<file path="src/rtl/vcl_pkg.sv">
// Shared constants and types of the common-electrode level registers
package vcl_pkg;

   // ----------------------------------------
   // Command codes
   // ----------------------------------------
   localparam logic [7:0] CMD_LEVEL_READ = 8'h81;
   localparam logic [7:0] CMD_DC_SET = 8'h82;

   // ----------------------------------------
   // Field layout and reset values
   // ----------------------------------------
   localparam int SOURCE_SEL_BIT = 7;
   localparam int CODE_MSB = 6;
   localparam int CODE_W = 7;
   localparam logic [7:0] DC_SET_RESET = 8'h00;
   localparam logic [6:0] READBACK_RESET = 7'h00;
   localparam logic [6:0] LEVEL_CODE_MAX = 7'h50;

   // ----------------------------------------
   // Serial framing
   // ----------------------------------------
   localparam int SYNC_STAGES = 3;
   localparam logic [2:0] LAST_BIT = 3'h7;

   typedef struct packed {
      logic cs_n;
      logic sclk;
      logic sdi;
      logic dc;
   } vcl_pins_t;

   typedef enum logic [1:0] {
      ST_IDLE = 2'b00,
      ST_WRITE = 2'b01,
      ST_READ = 2'b10
   } vcl_state_t;

endpackage

</file>
<file path="src/rtl/vcl_pin_sync.sv">
// Three-stage pin synchroniser with agreement filter
`timescale 1ns/1ps
module vcl_pin_sync (
   // Clock and reset
   input wire logic clk,
   input wire logic rst_n,
   // Asynchronous pins in, filtered pins out
   input wire vcl_pkg::vcl_pins_t pins_in,
   output vcl_pkg::vcl_pins_t pins_out
);

   localparam int W = $bits(vcl_pkg::vcl_pins_t);
   localparam logic [W-1:0] IDLE_PINS = {1'b1, {(W-1){1'b0}}};

   logic [W-1:0] s1_q;
   logic [W-1:0] s2_q;
   logic [W-1:0] s3_q;
   logic [W-1:0] out_q;

   genvar i;
   generate
      for (i = 0; i < W; i++) begin : g_bit
         always_ff @(posedge clk or negedge rst_n) begin
            if (!rst_n) begin
               s1_q[i] <= IDLE_PINS[i];
               s2_q[i] <= IDLE_PINS[i];
               s3_q[i] <= IDLE_PINS[i];
               out_q[i] <= IDLE_PINS[i];
            end else begin
               s1_q[i] <= pins_in[i];
               s2_q[i] <= s1_q[i];
               s3_q[i] <= s2_q[i];
               // A change is taken only when the last two stages agree
               if (s2_q[i] == s3_q[i]) begin
                  out_q[i] <= s3_q[i];
               end
            end
         end
      end
   endgenerate

   assign pins_out = out_q;

endmodule

</file>
<file path="src/rtl/vcl_level_regs.sv">
// Common-electrode level registers behind the serial command port
//
// Operation
// - Command 81h returns seven-bit level code, reset zero.
// - Command 82h takes one byte: select, code.
// - Drive code steps 0.05V, saturates at 1010000.
// - Bit seven picks measured or written level.
// - Probe option zero puts measurement on readback.
// - Measurement runs only while enable bit set.
`timescale 1ns/1ps
module vcl_level_regs (
   // Clock and reset
   input wire logic CLK,
   input wire logic RSTN,
   // Serial command port
   input wire logic CS_N,
   input wire logic SCLK,
   input wire logic SDIO_IN,
   output logic SDIO_OUT,
   output logic SDIO_OE_N,
   input wire logic DC,
   // Measurement control and result
   input wire logic AUTO_MEASURE_ENABLE,
   input wire logic MEASURE_PROBE_OPTION,
   input wire logic MEAS_DONE,
   input wire logic [6:0] MEAS_CODE,
   output logic MEASURE_RUN,
   // Level outputs
   output logic [6:0] LEVEL_CODE,
   output logic LEVEL_SOURCE_SELECT
);

   // ----------------------------------------
   // Helpers
   // ----------------------------------------
   function automatic logic [6:0] clamp_code(input logic [6:0] code);
      clamp_code = (code > vcl_pkg::LEVEL_CODE_MAX) ? vcl_pkg::LEVEL_CODE_MAX : code;
   endfunction

   // Maps a command byte to the state that handles its parameter
   function automatic vcl_pkg::vcl_state_t decode_cmd(input logic [7:0] code);
      case (code)
         vcl_pkg::CMD_LEVEL_READ: decode_cmd = vcl_pkg::ST_READ;
         vcl_pkg::CMD_DC_SET: decode_cmd = vcl_pkg::ST_WRITE;
         default: decode_cmd = vcl_pkg::ST_IDLE;
      endcase
   endfunction

   // ----------------------------------------
   // Pin synchronisation
   // ----------------------------------------
   // A pin edge that holds for two clocks reaches the decoder four clocks late, so SCLK phases must be longer
   vcl_pkg::vcl_pins_t pins_raw;
   vcl_pkg::vcl_pins_t pins;

   assign pins_raw = '{cs_n: CS_N, sclk: SCLK, sdi: SDIO_IN, dc: DC};

   vcl_pin_sync u_sync (
      .clk(CLK),
      .rst_n(RSTN),
      .pins_in(pins_raw),
      .pins_out(pins)
   );

   // ----------------------------------------
   // Serial byte assembly
   // ----------------------------------------
   logic sclk_prev_q;
   logic [2:0] bit_cnt_q;
   logic [2:0] bit_cnt_d;
   logic [7:0] rx_q;
   logic [7:0] rx_d;
   logic [7:0] tx_q;
   logic [7:0] tx_d;
   vcl_pkg::vcl_state_t state_q;
   vcl_pkg::vcl_state_t state_d;
   logic [7:0] dc_set_q;
   logic [7:0] dc_set_d;
   logic [6:0] readback_q;
   logic [6:0] readback_d;
   logic sdo_q;
   logic sdo_d;
   logic oe_n_q;
   logic oe_n_d;
   logic [6:0] level_q;
   logic sel_q;
   logic run_q;

   wire active = !pins.cs_n;
   wire rise = active && pins.sclk && !sclk_prev_q;
   wire fall = active && !pins.sclk && sclk_prev_q;
   wire [7:0] byte_in = {rx_q[6:0], pins.sdi};
   wire byte_done = rise && (bit_cnt_q == vcl_pkg::LAST_BIT);
   wire cmd_done = byte_done && !pins.dc;
   wire data_done = byte_done && pins.dc;
   vcl_pkg::vcl_state_t cmd_state;
   assign cmd_state = decode_cmd(byte_in);

   assign bit_cnt_d = !active ? 3'h0 : (rise ? bit_cnt_q + 3'h1 : bit_cnt_q);
   assign rx_d = rise ? byte_in : rx_q;

   // ----------------------------------------
   // Command decode
   // ----------------------------------------
   always_comb begin
      state_d = state_q;
      case (state_q)
         vcl_pkg::ST_IDLE: begin
            state_d = vcl_pkg::ST_IDLE;
         end
         vcl_pkg::ST_WRITE: begin
            if (data_done) begin
               state_d = vcl_pkg::ST_IDLE;
            end
         end
         vcl_pkg::ST_READ: begin
            if (byte_done) begin
               state_d = vcl_pkg::ST_IDLE;
            end
         end
         default: begin
            state_d = vcl_pkg::ST_IDLE;
         end
      endcase
      // A command byte always restarts decoding
      if (cmd_done) begin
         state_d = cmd_state;
      end
   end

   wire dc_write = data_done && (state_q == vcl_pkg::ST_WRITE);
   wire read_start = cmd_done && (cmd_state == vcl_pkg::ST_READ);

   assign dc_set_d = dc_write ? byte_in : dc_set_q;

   // ----------------------------------------
   // Readback path
   // ----------------------------------------
   wire meas_take = MEAS_DONE && AUTO_MEASURE_ENABLE && !MEASURE_PROBE_OPTION;
   assign readback_d = meas_take ? MEAS_CODE : readback_q;

   // The read byte is frozen when the command ends, so a late measurement cannot tear it
   wire reading = (state_q == vcl_pkg::ST_READ);
   wire shift_out = fall && reading;
   wire release_out = fall && !reading;
   assign tx_d = read_start ? {1'b0, readback_q} : (shift_out ? {tx_q[6:0], 1'b0} : tx_q);
   assign sdo_d = shift_out ? tx_q[7] : sdo_q;
   assign oe_n_d = !active ? 1'b1 : (shift_out ? 1'b0 : (release_out ? 1'b1 : oe_n_q));

   // ----------------------------------------
   // Level selection
   // ----------------------------------------
   // Both sources are clamped, so an over-range measurement saturates like a written code
   wire sel_d = dc_set_q[vcl_pkg::SOURCE_SEL_BIT];
   wire [6:0] written_code = dc_set_q[vcl_pkg::CODE_MSB:0];
   wire [6:0] chosen_code = sel_d ? written_code : readback_q;
   wire [6:0] level_d = clamp_code(chosen_code);

   // ----------------------------------------
   // Registers
   // ----------------------------------------
   always_ff @(posedge CLK or negedge RSTN) begin
      if (!RSTN) begin
         sclk_prev_q <= 1'b0;
         bit_cnt_q <= 3'h0;
         rx_q <= 8'h00;
      end else begin
         sclk_prev_q <= pins.sclk;
         bit_cnt_q <= bit_cnt_d;
         rx_q <= rx_d;
      end
   end

   always_ff @(posedge CLK or negedge RSTN) begin
      if (!RSTN) begin
         tx_q <= 8'h00;
         state_q <= vcl_pkg::ST_IDLE;
      end else begin
         tx_q <= tx_d;
         state_q <= state_d;
      end
   end

   always_ff @(posedge CLK or negedge RSTN) begin
      if (!RSTN) begin
         dc_set_q <= vcl_pkg::DC_SET_RESET;
         readback_q <= vcl_pkg::READBACK_RESET;
         sdo_q <= 1'b0;
         oe_n_q <= 1'b1;
      end else begin
         dc_set_q <= dc_set_d;
         readback_q <= readback_d;
         sdo_q <= sdo_d;
         oe_n_q <= oe_n_d;
      end
   end

   always_ff @(posedge CLK or negedge RSTN) begin
      if (!RSTN) begin
         level_q <= vcl_pkg::READBACK_RESET;
         sel_q <= vcl_pkg::DC_SET_RESET[vcl_pkg::SOURCE_SEL_BIT];
      end else begin
         level_q <= level_d;
         sel_q <= sel_d;
      end
   end

   // ----------------------------------------
   // Measurement enable
   // ----------------------------------------
   always_ff @(posedge CLK or negedge RSTN) begin
      if (!RSTN) begin
         run_q <= 1'b0;
      end else begin
         run_q <= AUTO_MEASURE_ENABLE;
      end
   end

   assign SDIO_OUT = sdo_q;
   assign SDIO_OE_N = oe_n_q;
   assign LEVEL_CODE = level_q;
   assign LEVEL_SOURCE_SELECT = sel_q;
   assign MEASURE_RUN = run_q;

endmodule

</file>
<file path="config.mk">
export PLATFORM = sky130hd
export DESIGN_NAME = vcl_level_regs
export DESIGN_NICKNAME = d
export VERILOG_FILES = /design/src/rtl/vcl_pkg.sv /design/src/rtl/vcl_pin_sync.sv /design/src/rtl/vcl_level_regs.sv
export SDC_FILE = /design/constraint.sdc
export NUM_CORES = 1
export LEC_CHECK = 0
export BUFFER_PORTS_ARGS = -buffer_cell sky130_fd_sc_hd__buf_2
export CAP_MARGIN = 5
export CORE_MARGIN = 2
export CORE_UTILIZATION = 35
export DETAILED_ROUTE_END_ITERATION = 10
export PLACE_DENSITY = 0.52
export SETUP_SLACK_MARGIN = 0.05
export SYNTH_ARGS = -nofsm -noshare
export SYNTH_HDL_FRONTEND = slang
export SYNTH_SLANG_ARGS = --single-unit
</file>
<file path="constraint.sdc">
create_clock -name CLK -period 2.3 [get_ports CLK]
set_input_delay 0.575 -clock CLK [delete_from_list [all_inputs] [get_ports CLK]]
set_output_delay 0.575 -clock CLK [all_outputs]
set_load 0.05 [all_outputs]
</file>
==> flow_metrics.env <==
export IMPL_outcome="completed"
export IMPL_placed_cells=287
export IMPL_grt_busiest_layer="met2"
export IMPL_ys_ff_latch=63
export IMPL_io_pins=27
export IMPL_drt_iter0_drc=21
export IMPL_start_kind="flip-flop"
export IMPL_tightestPinTransition_ps=638.1
export IMPL_dr_total_vias=1396
export IMPL_post_dp_hpwl_mm=3.115
export IMPL_clkPwrFrac_pct=35.9
export IMPL_port_buffers=26
export IMPL_numCtsBuffers=9
export IMPL_die_x_um=88.56
export IMPL_fin_setup_tns_ps=0
export IMPL_totalWireLength_mm=4.165
export IMPL_async_flop_share_pct=100.0
export IMPL_placed_area_um2=2734
export IMPL_switchingPower_uw=734.3
export IMPL_timing_fmax_mhz=579.5
export IMPL_place_gp_congestion=0.7747
export IMPL_layout_nets=220
export IMPL_intPower_mw=1.983
export IMPL_setup_violations=0
export IMPL_syn_area_um2=2502
export IMPL_postCtsSetupBuffers=0
export IMPL_clk_latency_ps=340
export IMPL_critical_path_required_ps=2510
export IMPL_seq_area_frac_synth_pct=63.25
export IMPL_drive_above_1_share_pct=38.65
export IMPL_drv_cap=0
export IMPL_cellLeakagePower_nw=1.347
export IMPL_avgSynthCellArea_um2=15.07
export IMPL_swShare_pct=27.02
export IMPL_grt_usage_pct=12.58
export IMPL_rsz0062_at_grt="false"
export IMPL_synthCells=166
export IMPL_slowest_delay_ps=380
export IMPL_seqPwrFrac_pct=50.3
export IMPL_die_height_um=88.56
export IMPL_multi_input_area_um2=850.8
export IMPL_final_hold_violation_count=0
export IMPL_grtUsageMet3_pct=6.623
export IMPL_crit_path_end_kind="flip-flop"
export IMPL_max_vdd_ir_drop_v=0.0003006
export IMPL_pre_cts_slack_ps=599.6
export IMPL_cts_buffer_depth=2
export IMPL_rows=30
export IMPL_p_per_area_nw_per_um2=923.5
export IMPL_fin_crit_ps=1726
export IMPL_drc=0
export IMPL_area_growth_pct=17.60
export IMPL_cts_root_buf="clkbuf_8"
export IMPL_ctsResizeCount=0
export IMPL_grt_pass1_wl_mm=7.127
export IMPL_grt_pass1_vias=1501
export IMPL_synth_edff_count=0
export IMPL_final_common_cell="dfrtp_1"
export IMPL_critical_path_class="reg -> reg"
export IMPL_drt_first_pass_iters=3
export IMPL_diodes=0
export IMPL_fp_coreArea_um2=6869
export IMPL_crit_chain="ha_1, ha_1, and4bb_4, and3_4, mux2_4"
export IMPL_fin_ws_ps=574.5
export IMPL_post_route_period_util_pct=75.02
export IMPL_dieArea_um2=7842
export IMPL_synthesis_nets=184
export IMPL_stdcell_count=303
export IMPL_synth_distinct_cells=33
export IMPL_fill_cells=625
export IMPL_via_per_inst=4.607
export IMPL_slew_violations=0
export IMPL_pwr_share_comb_pct=13.8
export IMPL_htreeDepth=3
export IMPL_cts_hold_buffers=0
export IMPL_cts_tree="done"
export IMPL_grt_ovfl_total=0
export IMPL_drt_wirelength_per_cell_um=13.75
export IMPL_seq_area_um2=1583
export IMPL_synth_flop_cell="dfrtp_1"
export IMPL_use_met1_pct=13.81
export IMPL_crit_top_cell="ha_1"
export IMPL_use_met2_pct=20.44
export IMPL_fin_area_um2=2943
export IMPL_clock_sinks=63
export IMPL_finalClockSkew_ps=9.121
export IMPL_cp_max_fo=8
export IMPL_slowest_stage="dfrtp_1"
export IMPL_final_cell_mix="dfrtp_1, buf_2, mux2_2, mux2i_1, nor2_1"
export IMPL_fin_util_pct=42.84
export IMPL_grt_start_max_net_pins=28
export IMPL_cts_clk_slew_worst_paths_ps=70
export IMPL_yosys_warnings=0
export IMPL_ant_nets=0
export IMPL_slew_headroom_pct=57.28
export IMPL_timing_critical_path_arrival_ps=1940
export IMPL_hold_class="in -> async"
export IMPL_antenna_found_initial=0
export IMPL_start_util_pct=36.43
per-stage QoR:
step | total power, mW | hold WS, ps
final | 2.718 | 120.6
after detailed placement | 1.771 | 334.7
after CTS | 2.770 | 105.5
after global routing | 2.871 | 109.5
after global placement | 1.755 | 333.8
after floorplan | 1.637 | 279.4
path summary, 6_finish.rpt:
path                            slack, ps              to           start  depth (start not counted)
worst min register to register        350  u_sync.s2_q[2]  u_sync.s1_q[2]                          0
worst max-delay path                  570     dc_set_q[6]    bit_cnt_q[0]                          5
worst max register to register        570     dc_set_q[6]    bit_cnt_q[0]                          5
max in group asynchronous            1590  u_sync.s1_q[3]            RSTN                          2
worst min-delay path                  120     MEASURE_RUN            RSTN                          1
min in group CLK                      340  u_sync.s1_q[3]            CS_N                          1
kinds of logic after synthesis:
group | synth area share [%]
flip-flops | 63.25
multiplexers | 18.20
AND/OR/NAND/NOR | 10.65
AO/OA/AOI/OAI | 2.199
buffers and inverters | 2.750
adder cells (fa/ha/maj) | 2.600
XOR/XNOR | 0.3501
flip-flops by register name, summed over array words and instances, names as in the netlist:
signal and flops:
dc_set_q 8, u_sync.s2_q 4, state_q 2, MEASURE_RUN 1, bit_cnt_q 3, LEVEL_SOURCE_SELECT 1, rx_q 7, u_sync.s3_q 4
u_sync.pins_out 4, SDIO_OUT 1, u_sync.s1_q 4, sclk_prev_q 1, LEVEL_CODE 7, tx_q 8, SDIO_OE_N 1, readback_q 7
metal layers:
metal | wire, um | up-vias
li1 | - | 655
met1 | 1793 | 699
met2 | 2082 | 35
met3 | 224 | 7
met4 | 64 | 0
met5 | 0 | -
layout make-up:
cell class	instances	area share, %
Clock buffer	13	5.740
Inverter	2	0.2551
Multi-Input combinational cell	96	28.91
Tap cell	96	4.082
Timing Repair Buffer	30	5.867
Clock inverter	3	1.361
Sequential cell	63	53.78
synthesized netlist by cell type, types with 2 or more instances:
cell type / instances / area, um2
a21oi_1: 7 / 35.03
ha_1: 2 / 25.02
nor3_1: 6 / 30.03
mux2i_1: 14 / 140.1
buf_6: 3 / 33.78
mux2_4: 9 / 135.1
maj3_1: 4 / 40.04
nor2_1: 13 / 48.80
nand3b_1: 2 / 15.01
mux2_2: 15 / 168.9
dfstp_2: 5 / 131.4
dfrtp_1: 58 / 1451
nand2b_1: 4 / 25.02
o21ai_0: 3 / 15.01
inv_1: 2 / 7.510
nand2_1: 2 / 7.510
power groups by stage:
| stage | logic (mW) | registers, mW | clock network, mW |
|---|---|---|---|
| after detailed placement | 0.381 | 1.39 | 0 |
| after global placement | 0.371 | 1.38 | 0 |
| after floorplan | 0.181 | 1.46 | 0 |
| after global routing | 0.409 | 1.39 | 1.08 |
| final | 0.375 | 1.37 | 0.976 |
| after CTS | 0.383 | 1.37 | 1.02 |
critical path, delay by kind of cell (launching register included):
kind | cells | cell delay (ps)
and+or+nand+nor | 2 | 580
DFF | 1 | 380
adders and majority gates | 2 | 330
muxes | 1 | 310
Power figures use the tool's default switching activity.
